===== src/hdl/fspc_pkg.sv =====
// Shared constants, offsets, field positions and state types of the flash self-program controller
package fspc_pkg;

	// Widths of the program word, address and write latch index
	localparam int ADDR_W    = 15;                    // Word address width
	localparam int DATA_W    = 14;                    // Program word width
	localparam int ROW_WORDS = 16;                    // Write latches per row
	localparam int IDX_W     = 4;                     // Latch select bits
	localparam int PADDR_W   = 12;                    // APB address width used
	localparam int LOW_W     = 8;                     // Low byte of each pair
	localparam int ADRH_W    = ADDR_W - LOW_W;        // Implemented high address bits
	localparam int DATH_W    = DATA_W - LOW_W;        // Implemented high data bits

	// Register byte offsets on APB
	localparam logic [PADDR_W-1:0] OFF_ADDR_LOW  = 12'h000;
	localparam logic [PADDR_W-1:0] OFF_ADDR_HIGH = 12'h004;
	localparam logic [PADDR_W-1:0] OFF_DATA_LOW  = 12'h008;
	localparam logic [PADDR_W-1:0] OFF_DATA_HIGH = 12'h00C;
	localparam logic [PADDR_W-1:0] OFF_CONTROL   = 12'h010;
	localparam logic [PADDR_W-1:0] OFF_UNLOCK    = 12'h014;

	// Control register field positions
	localparam int CTL_FETCH_GO   = 0;                // Start a word read
	localparam int CTL_PROG_GO    = 1;                // Start erase, load or program
	localparam int CTL_ALLOW      = 2;                // Modify allow
	localparam int CTL_ABORT      = 3;                // Modify abort flag
	localparam int CTL_LATCH_ONLY = 4;                // Latch only load
	localparam int CTL_ROW_ERASE  = 5;                // Row erase select
	localparam int CTL_CFG_SEL    = 6;                // Config space select

	// Unlock key values and blank latch content
	localparam logic [7:0]        KEY_FIRST  = 8'h55;
	localparam logic [7:0]        KEY_SECOND = 8'hAA;
	localparam logic [DATA_W-1:0] BLANK_WORD = 14'h3FFF;

	// Reset values
	localparam logic [ADDR_W-1:0] ADDR_RESET = 15'h0000;
	localparam logic [DATA_W-1:0] DATA_RESET = 14'h0000;

	// Self-modify guard codes and protected region limits
	localparam logic [1:0]        GUARD_OFF     = 2'b11;
	localparam logic [1:0]        GUARD_QUARTER = 2'b10;
	localparam logic [1:0]        GUARD_HALF    = 2'b01;
	localparam logic [ADDR_W-1:0] LIMIT_QUARTER = 15'h0200;
	localparam logic [ADDR_W-1:0] LIMIT_HALF    = 15'h0400;

	// Erase and program time
	localparam int CLK_PERIOD_PS = 5000;              // 200 MHz reference clock
	localparam int OP_TIME_NS    = 2000000;           // Typical erase or program time, 2 ms
	localparam int OP_CYCLES     = (OP_TIME_NS * 1000) / CLK_PERIOD_PS;

	// Operation sequencer states
	typedef enum logic [2:0] {
		OP_IDLE, OP_RD_SKIP, OP_RD_ARR, OP_RD_CAP, OP_NOP1, OP_NOP2, OP_BUSY
	} fspc_op_t;

	// Unlock tracker states
	typedef enum logic [1:0] {
		UNL_IDLE, UNL_GOT_FIRST, UNL_ARMED
	} fspc_unlock_t;

endpackage : fspc_pkg


===== src/hdl/fspc_latch_if.sv =====
// Connection between the sequencer and the write latch bank
`timescale 1ns/10ps
interface fspc_latch_if #(
	parameter int DW = 14,
	parameter int N  = 16,
	parameter int IW = 4
);
	logic          load;                              // Store word in one latch
	logic          clear;                             // Return all latches to blank
	logic [IW-1:0] index;                             // Latch being loaded
	logic [DW-1:0] word;                              // Word to store
	logic [N*DW-1:0] rowData;                         // All latches, latch 0 lowest

	modport ctrl (output load, output clear, output index, output word, input rowData);
	modport bank (input load, input clear, input index, input word, output rowData);
endinterface : fspc_latch_if


===== src/hdl/fspc_latch_bank.sv =====
// Write latch bank that stages one flash row
`timescale 1ns/10ps
module fspc_latch_bank
	import fspc_pkg::*;
#(
	parameter int N  = ROW_WORDS,
	parameter int DW = DATA_W
) (
	input  wire logic  ref_clk,
	input  wire logic  rst,
	fspc_latch_if.bank lat
);
	import fspc_pkg::*;

	logic [DW-1:0] latch_q [N];                       // Staged words

	// Load one latch, clear wins and blanks all
	always_ff @(posedge ref_clk) begin
		if (rst || lat.clear) begin
			for (int i = 0; i < N; i++) begin
				latch_q[i] <= BLANK_WORD;
			end
		end else if (lat.load) begin
			latch_q[lat.index] <= lat.word;
		end
	end

	// Flatten the bank for the array
	always_comb begin
		for (int i = 0; i < N; i++) begin
			lat.rowData[i*DW +: DW] = latch_q[i];
		end
	end
endmodule : fspc_latch_bank


===== src/hdl/fspc_control.sv =====
// APB register file, unlock tracker and erase/program sequencer for self-programming flash
//
// Our own choices: the register offsets and the APB register port.
`timescale 1ns/10ps

// Notes on behaviour
// - 14-bit data pair, 15-bit address pair
// - Address pair spans 32K words, high/low bytes
// - Internal timer sets erase and write time
// - Readout lock blocks external programmer access only
// - Only external bulk erase removes readout lock
// - Guard blocks self-modify in chosen region
// - Go bits set-only; hardware clears at end
// - Modify needs allow bit, clear at power-up (cleared by rst only; porRst alone leaves it)
// - Reset during write sets abort flag
// - Unlock register reads as zero
// - Read uses second cycle, data next
// - Data pair holds until read or write
// - Rows of sixteen 14-bit words, erase unit
// - Latches loaded only through data pair
// - 55h, AAh, then program go
// - Interrupted unlock starts nothing
// - Two forced no-ops, then ~2 ms stall
// - Latch load: two no-ops, no stall
// - Latch-only bit picks load or program
// - Latches blank after every write/erase
// - Low four address bits select latch
module fspc_control
	import fspc_pkg::*;
#(
	parameter int OP_COUNT = OP_CYCLES                // Erase/program length in cycles
) (
	input  wire logic                        ref_clk,
	input  wire logic                        rst,
	input  wire logic                        porRst,
	input  wire logic [PADDR_W-1:0]          paddr,
	input  wire logic                        psel,
	input  wire logic                        penable,
	input  wire logic                        pwrite,
	input  wire logic [31:0]                 pwdata,
	output logic [31:0]                      prdata,
	output logic                             pready,
	output logic                             pslverr,
	output logic                             cpuForceNop,
	output logic                             cpuStall,
	output logic [ADDR_W-1:0]                flashAddr,
	output logic                             flashCfgSel,
	output logic                             flashRdEn,
	input  wire logic [DATA_W-1:0]           flashRdData,
	output logic                             flashEraseEn,
	output logic                             flashProgEn,
	output logic [ROW_WORDS*DATA_W-1:0]      flashRowData,
	input  wire logic                        readoutLockPin,
	input  wire logic [1:0]                  guardPin,
	input  wire logic                        progBulkEraseReq,
	output logic                             progAccessAllow,
	output logic                             progBulkEraseGo
);
	import fspc_pkg::*;

	localparam int CNT_W = $clog2(OP_COUNT + 1);      // Timer width
	localparam logic [CNT_W-1:0] CNT_LAST = CNT_W'(OP_COUNT - 1);

	// Registers
	logic [LOW_W-1:0]  addrLow_q;                     // Address low byte
	logic [ADRH_W-1:0] addrHigh_q;                    // Address high bits
	logic [LOW_W-1:0]  dataLow_q;                     // Data low byte
	logic [DATH_W-1:0] dataHigh_q;                    // Data high bits
	logic              fetchGo_q;                     // Read in progress
	logic              progGo_q;                      // Modify in progress
	logic              allow_q;                       // Modify allow
	logic              abort_q;                       // Modify abort flag
	logic              latchOnly_q;                   // Latch only load
	logic              rowErase_q;                    // Row erase select
	logic              cfgSel_q;                      // Config space select
	logic              eraseKind_q;                   // Busy phase is an erase
	logic [CNT_W-1:0]  timer_q;                       // Erase/program timer
	fspc_op_t          opState_q;                     // Sequencer state
	fspc_unlock_t      unlock_q;                      // Unlock tracker state
	logic [1:0]        lockSync_q;                    // Readout lock synchroniser
	logic [3:0]        guardSync_q;                   // Guard synchroniser, two stages
	logic [1:0]        bulkSync_q;                    // Bulk erase request synchroniser

	// Bus decode
	logic apbSetup;                                   // First cycle of a transfer
	logic apbWr;                                      // Write taking effect
	logic mapped;                                     // Address hits a register
	logic ctlWr;                                      // Control register write
	logic keyWr;                                      // Unlock register write
	logic goRequest;                                  // Write that sets program go
	logic goAccepted;                                 // Program go really starts
	logic [ADDR_W-1:0] fullAddr;                      // Address pair
	logic [DATA_W-1:0] fullData;                      // Data pair
	fspc_latch_if #(.DW(DATA_W), .N(ROW_WORDS), .IW(IDX_W)) lat ();

	// Guarded region check for the current row
	function automatic logic guardBlocks(input logic [1:0] code, input logic [ADDR_W-1:0] adr);
		case (code)
			GUARD_OFF:     guardBlocks = 1'b0;
			GUARD_QUARTER: guardBlocks = (adr < LIMIT_QUARTER);
			GUARD_HALF:    guardBlocks = (adr < LIMIT_HALF);
			default:       guardBlocks = 1'b1;
		endcase
	endfunction : guardBlocks

	assign apbSetup  = psel && !penable;
	assign apbWr     = psel && penable && pwrite;
	assign pready    = psel && penable;               // Zero wait states
	assign mapped    = (paddr == OFF_ADDR_LOW) || (paddr == OFF_ADDR_HIGH) || (paddr == OFF_DATA_LOW)
	                || (paddr == OFF_DATA_HIGH) || (paddr == OFF_CONTROL) || (paddr == OFF_UNLOCK);
	assign ctlWr     = apbWr && (paddr == OFF_CONTROL);
	assign keyWr     = apbWr && (paddr == OFF_UNLOCK);
	assign goRequest = ctlWr && pwdata[CTL_PROG_GO] && !progGo_q;
	assign goAccepted = goRequest && (unlock_q == UNL_ARMED) && allow_q && (opState_q == OP_IDLE);
	assign fullAddr  = {addrHigh_q, addrLow_q};
	assign fullData  = {dataHigh_q, dataLow_q};

	// Two-stage synchronisers for configuration and programmer pins
	always_ff @(posedge ref_clk) begin
		if (porRst) begin
			lockSync_q  <= 2'b11;
			guardSync_q <= 4'h0;
			bulkSync_q  <= 2'b00;
		end else begin
			lockSync_q  <= {lockSync_q[0], readoutLockPin};
			guardSync_q <= {guardSync_q[1:0], guardPin};
			bulkSync_q  <= {bulkSync_q[0], progBulkEraseReq};
		end
	end

	// Programmer side: lock denies access, bulk erase always passes
	assign progAccessAllow = !lockSync_q[1];
	assign progBulkEraseGo = bulkSync_q[1];

	// APB read data and error, captured in the setup cycle
	always_ff @(posedge ref_clk) begin
		if (rst) begin
			prdata  <= 32'h0000_0000;
			pslverr <= 1'b0;
		end else if (apbSetup) begin
			pslverr <= !mapped;
			prdata  <= 32'h0000_0000;
			case (paddr)
				OFF_ADDR_LOW:  prdata[LOW_W-1:0]  <= addrLow_q;
				OFF_ADDR_HIGH: prdata[ADRH_W-1:0] <= addrHigh_q;
				OFF_DATA_LOW:  prdata[LOW_W-1:0]  <= dataLow_q;
				OFF_DATA_HIGH: prdata[DATH_W-1:0] <= dataHigh_q;
				OFF_CONTROL: begin
					prdata[CTL_FETCH_GO]   <= fetchGo_q;
					prdata[CTL_PROG_GO]    <= progGo_q;
					prdata[CTL_ALLOW]      <= allow_q;
					prdata[CTL_ABORT]      <= abort_q;
					prdata[CTL_LATCH_ONLY] <= latchOnly_q;
					prdata[CTL_ROW_ERASE]  <= rowErase_q;
					prdata[CTL_CFG_SEL]    <= cfgSel_q;
				end
				default: prdata <= 32'h0000_0000;     // Unlock and unmapped read zero
			endcase
		end
	end

	// Address pair
	always_ff @(posedge ref_clk) begin
		if (rst) begin
			addrLow_q  <= ADDR_RESET[LOW_W-1:0];
			addrHigh_q <= ADDR_RESET[ADDR_W-1:LOW_W];
		end else if (apbWr && paddr == OFF_ADDR_LOW) begin
			addrLow_q  <= pwdata[LOW_W-1:0];
		end else if (apbWr && paddr == OFF_ADDR_HIGH) begin
			addrHigh_q <= pwdata[ADRH_W-1:0];
		end
	end

	// Data pair: holds last read word unless software writes it
	always_ff @(posedge ref_clk) begin
		if (rst) begin
			dataLow_q  <= DATA_RESET[LOW_W-1:0];
			dataHigh_q <= DATA_RESET[DATA_W-1:LOW_W];
		end else if (opState_q == OP_RD_CAP) begin
			{dataHigh_q, dataLow_q} <= flashRdData;
		end else if (apbWr && paddr == OFF_DATA_LOW) begin
			dataLow_q  <= pwdata[LOW_W-1:0];
		end else if (apbWr && paddr == OFF_DATA_HIGH) begin
			dataHigh_q <= pwdata[DATH_W-1:0];
		end
	end

	// Plain control bits; allow clears on rst, porRst alone leaves it
	always_ff @(posedge ref_clk) begin
		if (rst) begin
			allow_q     <= 1'b0;
			latchOnly_q <= 1'b0;
			rowErase_q  <= 1'b0;
			cfgSel_q    <= 1'b0;
		end else if (ctlWr) begin
			allow_q     <= pwdata[CTL_ALLOW];
			latchOnly_q <= pwdata[CTL_LATCH_ONLY];
			rowErase_q  <= pwdata[CTL_ROW_ERASE];
			cfgSel_q    <= pwdata[CTL_CFG_SEL];
		end
	end

	// Abort flag survives device reset; set if reset cuts a modify
	always_ff @(posedge ref_clk) begin
		if (porRst) begin
			abort_q <= 1'b0;
		end else if (rst) begin
			if (opState_q == OP_BUSY || opState_q == OP_NOP1 || opState_q == OP_NOP2) begin
				abort_q <= 1'b1;
			end
		end else if (ctlWr && !pwdata[CTL_ABORT]) begin
			abort_q <= 1'b0;                            // Software acknowledge
		end
	end

	// Unlock tracker: exact 55h, AAh, program go; any other write disarms, a repeated 55h restarts, reads leave it
	always_ff @(posedge ref_clk) begin
		if (rst) begin
			unlock_q <= UNL_IDLE;
		end else if (apbWr) begin
			case (unlock_q)
				UNL_IDLE: begin
					if (keyWr && pwdata[LOW_W-1:0] == KEY_FIRST) begin
						unlock_q <= UNL_GOT_FIRST;
					end
				end
				UNL_GOT_FIRST: begin
					if (keyWr && pwdata[LOW_W-1:0] == KEY_SECOND) begin
						unlock_q <= UNL_ARMED;
					end else if (keyWr && pwdata[LOW_W-1:0] == KEY_FIRST) begin
						unlock_q <= UNL_GOT_FIRST;
					end else begin
						unlock_q <= UNL_IDLE;
					end
				end
				default: begin
					unlock_q <= UNL_IDLE;                   // Go write consumes arming
				end
			endcase
		end
	end

	// Fetch go: set-only by software, cleared when the word lands
	always_ff @(posedge ref_clk) begin
		if (rst) begin
			fetchGo_q <= 1'b0;
		end else if (opState_q == OP_RD_CAP) begin
			fetchGo_q <= 1'b0;
		end else if (ctlWr && pwdata[CTL_FETCH_GO] && opState_q == OP_IDLE && !goAccepted) begin
			fetchGo_q <= 1'b1;                          // Zero writes ignored
		end
	end

	// Program go: set only through a full unlock with allow
	always_ff @(posedge ref_clk) begin
		if (rst) begin
			progGo_q <= 1'b0;
		end else if (goAccepted) begin
			progGo_q <= 1'b1;
		end else if ((opState_q == OP_NOP2 && (latchOnly_q || guardBlocks(guardSync_q[3:2], fullAddr)))
		          || (opState_q == OP_BUSY && timer_q == CNT_LAST)) begin
			progGo_q <= 1'b0;
		end
	end

	// Operation sequencer
	always_ff @(posedge ref_clk) begin
		if (rst) begin
			opState_q   <= OP_IDLE;
			eraseKind_q <= 1'b0;
		end else begin
			case (opState_q)
				OP_IDLE: begin
					if (goAccepted) begin
						opState_q <= OP_NOP1;
					end else if (ctlWr && pwdata[CTL_FETCH_GO]) begin
						opState_q <= OP_RD_SKIP;
					end
				end
				OP_RD_SKIP: opState_q <= OP_RD_ARR;
				OP_RD_ARR:  opState_q <= OP_RD_CAP;
				OP_RD_CAP:  opState_q <= OP_IDLE;
				OP_NOP1:    opState_q <= OP_NOP2;
				OP_NOP2: begin
					eraseKind_q <= rowErase_q;
					if (latchOnly_q || guardBlocks(guardSync_q[3:2], fullAddr)) begin
						opState_q <= OP_IDLE;
					end else begin
						opState_q <= OP_BUSY;
					end
				end
				OP_BUSY: begin
					if (timer_q == CNT_LAST) begin
						opState_q <= OP_IDLE;
					end
				end
				default: opState_q <= OP_IDLE;
			endcase
		end
	end

	// Internal erase/program timer
	always_ff @(posedge ref_clk) begin
		if (rst || opState_q != OP_BUSY) begin
			timer_q <= '0;
		end else begin
			timer_q <= timer_q + CNT_W'(1);
		end
	end

	// Latch bank control: load after the forced no-ops, blank after modify
	assign lat.load  = (opState_q == OP_NOP2) && latchOnly_q && !guardBlocks(guardSync_q[3:2], fullAddr);
	assign lat.index = addrLow_q[IDX_W-1:0];
	assign lat.word  = fullData;
	assign lat.clear = (opState_q == OP_BUSY) && (timer_q == CNT_LAST);

	fspc_latch_bank #(
		.N  (ROW_WORDS),
		.DW (DATA_W)
	) u_latches (
		.ref_clk (ref_clk),
		.rst     (rst),
		.lat     (lat)
	);

	// Core and array strobes
	assign cpuForceNop  = (opState_q == OP_NOP1) || (opState_q == OP_NOP2)
	                   || (opState_q == OP_RD_SKIP) || (opState_q == OP_RD_ARR);
	assign cpuStall     = (opState_q == OP_BUSY);
	assign flashAddr    = {fullAddr[ADDR_W-1:IDX_W], (opState_q == OP_BUSY) ? {IDX_W{1'b0}} : fullAddr[IDX_W-1:0]};
	assign flashCfgSel  = cfgSel_q;
	assign flashRdEn    = (opState_q == OP_RD_ARR);
	assign flashEraseEn = (opState_q == OP_BUSY) && eraseKind_q;
	assign flashProgEn  = (opState_q == OP_BUSY) && !eraseKind_q;
	assign flashRowData = lat.rowData;
endmodule : fspc_control


===== config.mk =====
export PLATFORM = sky130hd
export DESIGN_NAME = fspc_control
export DESIGN_NICKNAME = d
export VERILOG_FILES = /design/src/hdl/fspc_pkg.sv /design/src/hdl/fspc_latch_if.sv /design/src/hdl/fspc_latch_bank.sv /design/src/hdl/fspc_control.sv
export SDC_FILE = /design/constraint.sdc
export NUM_CORES = 1
export LEC_CHECK = 0
export BUFFER_PORTS_ARGS = -buffer_cell sky130_fd_sc_hd__buf_2
export CORE_UTILIZATION = 35
export DETAILED_ROUTE_END_ITERATION = 6
export GPL_ROUTABILITY_DRIVEN = 1
export PLACE_DENSITY = 0.69
export SETUP_SLACK_MARGIN = 0.5
export SYNTH_ARGS = -nofsm -noshare
export SYNTH_HDL_FRONTEND = slang
export SYNTH_HIERARCHICAL = 1
export SYNTH_SLANG_ARGS = --single-unit

===== constraint.sdc =====
create_clock -name ref_clk -period 6.1 [get_ports ref_clk]
set_input_delay 0 -clock ref_clk [delete_from_list [all_inputs] [get_ports ref_clk]]
set_output_delay 0 -clock ref_clk [all_outputs]
set_load 0.05 [all_outputs]

Word level (Yosys, flattened, before mapping)
Memory sizes are Yosys's and may differ from the RTL's.
Cells that the tools add are included.
{ "word_totals": {"memories": 1, "ram_bits": 224, "in_bits": 68, "output_inout_bits": 281, "word_cells": 149, "reg_bits": 78} }
{ "op_classes": {"mux": 36, "bitwise_logic": 1, "n_eq_ne": 25, "add_sub_neg": 1, "reduce_logical": 63, "n_lt_le_gt_ge": 2} }
{ "mem_list": {"columns": ["memory", "words", "width", "read_ports", "rd_clocked_by_memory_dff", "wr", "line_no", "rtl"], "rows": [
  ["u_latches.latch_q", 16, 14, 16, 0, 16, "fspc_latch_bank.sv:15", "logic [DW-1:0] latch_q [N];"]
]} }
{ "op_table": {"columns": ["cell", "n"], "rows": [
  ["case mux 6 bit (5 select lines)", 1],
  ["logical AND 1 bit", 26],
  ["== test 12 x 4 -> 1 bit, second input constant", 2],
  ["== test 12 x 5 -> 1 bit, second input constant", 2],
  ["adder 19 x 1 -> 19 bit, second input constant", 1],
  ["== test 19 bit, second input constant", 1],
  ["two-way mux 6 bit", 3],
  ["case mux 3 bit (6 select lines)", 1],
  ["two-way mux 1 bit", 16],
  ["two-way mux 8 bit", 2],
  ["logical OR 1 bit", 15],
  ["< comparator 15 x 10 -> 1 bit, second input constant", 1],
  ["< comparator 15 x 11 -> 1 bit, second input constant", 1],
  ["two-way mux 14 bit", 1],
  ["OR reduction 14 bit", 1],
  ["== test 12 x 3 -> 1 bit, second input constant", 1],
  ["zero test 12 bit", 1],
  ["two-way mux 3 bit", 4],
  ["AND reduction 2 bit", 5],
  ["== test 3 bit, second input constant", 3],
  ["== test 8 x 7 -> 1 bit, second input constant", 1],
  ["== test 8 bit, second input constant", 1],
  ["zero test 1 bit", 8],
  ["two-way mux 4 bit", 2],
  ["18 further kinds", 28]
]} }

Logic depth before layout (Yosys ltp)
{ "logic_depth": {"ltp_word": 15, "ltp_mapped": 9, "depth_no_buf": 7} }

Cells and area by module
Netlist, hierarchy kept.
{ "modules_own_cells": {"columns": ["mod", "area_per_inst_um2", "n_inst", "cells_each", "seq_area_each_um2"], "rows": [
  ["fspc_latch_bank", 8494.4, 1, 573, 6726.5],
  ["fspc_control", 3975.1, 1, 477, 1561.5]
]} }

Worst setup path after synthesis
No wires, ideal clock.
{ "synth_timing": {"path_type": "reg-to-reg", "startpoint": "register addrHigh_q[1]", "endpoint": "memory u_latches.latch_q[2][0] (enable)", "path_buffers": 0, "setup_slack_ns": 2.605, "required_ns": 5.696, "period_less_slack_ns": 3.495, "stages_incl_launch_ff": 6, "setup_time_ns": 0.404, "arrival_ns": 3.091, "cell_sequence": "dfxtp_1 o21ai_0 and3_1 nor4b_1 or3b_1 o21ai_0"} }
{ "synth_rtl": {"columns": ["element", "line_no", "rtl"], "rows": [
  ["start, declared", "fspc_control.sv:66", "logic [ADRH_W-1:0] addrHigh_q;"],
  ["start signal, assigned", "fspc_control.sv:166", "addrHigh_q <= ADDR_RESET[ADDR_W-1:LOW_W];"],
  ["start signal, assigned", "fspc_control.sv:170", "addrHigh_q <= pwdata[ADRH_W-1:0];"],
  ["end, declared", "fspc_latch_bank.sv:15", null]
]} }

Final worst setup path
{ "layout_timing": {"startpoint": "input penable", "endpoint": "register prdata[6]"} }
{ "layout_between": {"elab_chain_cells": 2} }
{ "layout_lines": {"columns": ["element", "line_no", "rtl"], "rows": [
  ["start, declared", "fspc_control.sv:38", "input wire logic penable,"],
  ["zero test 1 bit", "fspc_control.sv:106", "assign apbSetup = psel && !penable;"],
  ["logical AND 1 bit", "fspc_control.sv:106", null],
  ["end signal, assigned by index", "fspc_control.sv:144", "OFF_ADDR_LOW: prdata[LOW_W-1:0] <= addrLow_q;"],
  ["end signal, assigned by index", "fspc_control.sv:145", "OFF_ADDR_HIGH: prdata[ADRH_W-1:0] <= addrHigh_q;"],
  ["end signal, assigned by index", "fspc_control.sv:146", "OFF_DATA_LOW: prdata[LOW_W-1:0] <= dataLow_q;"],
  ["end, declared", "fspc_control.sv:41", "output logic [31:0] prdata,"]
]} }
No other way between the ends.
A chain may end at the register's enable or synchronous reset.

==> results.yml <==
sta:
  finalCritPeriodShare: 0.512
  setup_violations: 0
  setup_tns_ns: 0
  hold_viol_final: 0
  fin_crit_ns: 3.13
  max_slew_margin: 0.186
  worst_pin_slew_ns: 1.22
  fin_skew_ns: 0.0205
  slew_violations: 0
  max_freq_mhz: 320
  rsz0062_at_grt: "no"
detailed_routing:
  drtIter0Drc: 937
  ant_nets: 0
  routed_wire_length_per_instance_um: 19.8
  drt-total-wl_um: 36700
  firstDrtPassIters: 5
  drc: 0
  routed_via_density: 5.19
  vias: 9603
floorplan:
  dieWidth_um: 191
  start_util: 0.358
  core_area_mm2: 0.0348
  rows: 68
  die_h_um: 191
  die_area_mm2: 0.0364
  io_pins: 349
pwr:
  p_leak_nw: 4.68
  pwr_density_cell_mw_per_mm2: 272
  ir_worst_vdd_uv: 181
  finalPower_mw: 4.28
worst_setup_path:
  worstSetupEndpointType: "register"
  critPathTopFamily: "buffers and inverters"
  crit_chain: "dlygate4sd3_1, buf_2, nand2b_1, or4_2, dlygate4sd3_1, nand2b_1, dlygate4sd3_1, a21oi_1, dlygate4sd3_1"
  cpMostUsedCell: "dlygate4sd3_1"
  path_buf_inv: 5
  slowest_stage: "or4_2"
  crit_fanout: 9
  cp_data_arrival_time_ns: 3.63
  worstSetupPathType: "in -> reg"
  slowest_delay_ns: 0.68
  start_kind: "input pin"
  critPathRequiredTime_ns: 6.60
grt:
  grt_pass1_wl_um: 53100
  grt_overflow: 0
  grt_usage: 0.194
  antenna_found_initial: 0
  grt_pass1_vias: 8801
  grt_max_degree: 113
synthesis:
  synth-warning-count: 6
  ys_seq_area_frac: 0.665
  synth_area_mm2: 0.0125
  ys_types: 56
  synth_edf_count: 224
  synth_seq_cells: 302
  synth_top_flop_cell: "edfxtp_1"
  netlist_instances: 1050
  synthArstFlopShare: 0
  synth_area_per_cell_um2: 11.9
clock_tree:
  cts_tree: "yes"
  cts_buffer_depth: 3
  cts.reportedPaths.clkPinSlew_ns: 0.06
  cts_sinks: 302
  cts_root_buf: "clkbuf_16"
  cts_hold_buffers: 59
  cts_made_buffers: 31
  insertion_delay_ns: 0.56
  htree_levels: 1
  cts_resized: 0
  post-cts-setup-buffer-count: 0
placement:
  globalplace.congestion: 0.806
  post_dp_cell_area_mm2: 0.0141
  place_inst: 1732
  io_buffers: 300
  dp_hpwl_um: 24100
final_layout:
  syn_to_final_growth_pct: 26.2
  stdcell_count: 1849
  drive_above_1_share: 0.281
  antenna_cells: 0
  nNetsFinal: 1438
  final_area_mm2: 0.0157
run:
  drv_cap: 0
min_path:
  min_path_type: "in -> reg"
outcome:
  status: "complete, no violations"
==> cell usage in the layout, fill, tap and decap left out, drive strengths merged, types with 3 or more instances in the layout <==
cell type	Yosys	routed
buf	75	324
nand3	261	261
edfxtp	224	224
nor2	84	84
dfxtp	78	78
nand2	63	63
dlygate4sd3	0	59
clkbuf	45	34
nor2b	25	25
o21ai	25	25
conb	1	24
a21oi	19	19
mux2i	18	18
a311oi	14	14
nor3	14	14
clkinv	0	14
xor2	11	11
inv	7	11
and3	8	8
xnor2	7	7
and2	7	7
a221oi	6	6
or2	6	6
nand3b	5	5
nand2b	5	5
nor4bb	4	4
bufinv	0	4
nor4b	4	4
or4	4	4
nand4	3	3
==> state kept, by name, indices dropped and copies added, names as in the netlist, 2 cells and up <==
signal and count:
dataHigh_q 6, timer_q 19, bulkSync_q 2, prdata 8, dataLow_q 8, addrHigh_q 7, u_latches/latch_q 224, opState_q 3
guardSync_q 4, unlock_q 2, addrLow_q 8, lockSync_q 2
==> stage by stage <==
step            util  setup WS (ns)  hold slack, ns
3_5_place_dp   0.406           3.03           0.195
5_1_grt        0.452           2.74          0.0375
4_1_cts        0.452           3.02         0.00510
2_1_floorplan      -           2.60          0.0716
3_3_place_gp   0.406           3.09           0.190
6_report       0.452           2.97          0.0286
==> area by class of cell <==
| type | count | area [um2] |
|---|---|---|
| clock buffer | 34 | 787 |
| multi-input combinational | 644 | 3550 |
| sequential | 302 | 8290 |
| timing repair buffer | 383 | 2270 |
| tap | 455 | 569 |
| inverter | 7 | 26.3 |
| fill | 3180 | 19100 |
| clock inverter | 24 | 236 |
==> cells in the mapped netlist, drive strengths merged, types with 3 or more instances <==
cell	number	area (um2)
clkbuf	45	230
xnor2	7	61.3
nand3b	5	37.5
a21oi	19	95.1
nor2b	25	156
nand2	63	236
nor4b	4	50.1
nor4bb	4	40.0
and3	8	50.1
nand2b	5	31.3
inv	7	26.3
dfxtp	78	1560
edfxtp	224	6730
nor3	14	81.3
mux2i	18	180
a221oi	6	52.6
or4	4	38.8
a311oi	14	123
xor2	11	96.3
nor2	84	315
buf	75	487
nand4	3	18.8
or2	6	37.5
o21ai	25	125
nand3	261	1310
and2	7	43.8
==> routing by layer <==
metal / part of all wire / up-vias / track usage / wire length [um]
met4: 0.018 / 0 / 0.0449 / 671
met5: 0 / - / 0 / 0
met1: 0.41 / 4591 / 0.261 / 15000
met2: 0.48 / 574 / 0.322 / 17600
met3: 0.093 / 47 / 0.0335 / 3390
li1: - / 4391 / - / -
==> tightest hold or removal path, stage by stage <==
cell    delay [ns]
buf_2         0.09
buf_4         0.29
nor2_1        0.15
==> final timing paths <==
path              depth (start not counted)           start                  endpoint  slack (ns)
hold / removal                            3             rst               eraseKind_q        0.03
setup reg to reg                          7   addrHigh_q[1]  u_latches/latch_q[10][3]        3.01
hold reg to reg                           1  guardSync_q[0]            guardSync_q[2]        0.44
setup / recovery                          9         penable                 prdata[6]        2.97
==> power by group <==
| group | switching (mW) | internal, mW | total (mW) |
|---|---|---|---|
| clock network | 0.806 | 1.10 | 1.91 |
| registers | 0.00189 | 2.20 | 2.20 |
| logic | 0.122 | 0.0459 | 0.168 |
| total | 0.930 | 3.35 | 4.28 |
==> kinds of logic (layout without fill, tap and decap cells) <==
logic type                 Yosys count  in the layout  synth area share
AOI/OAI and AO/OA                   77             77            0.0397
xor gates and xnor gates            18             18            0.0126
adders and majority gates            1              1           0.00100
buffers and inverters              127            448            0.0596
DFF                                302            302             0.665
muxes                               18             18            0.0144
other                                1             24          0.000301
and+or+nand+nor                    506            506             0.208
(Power assumes the default switching activity.)
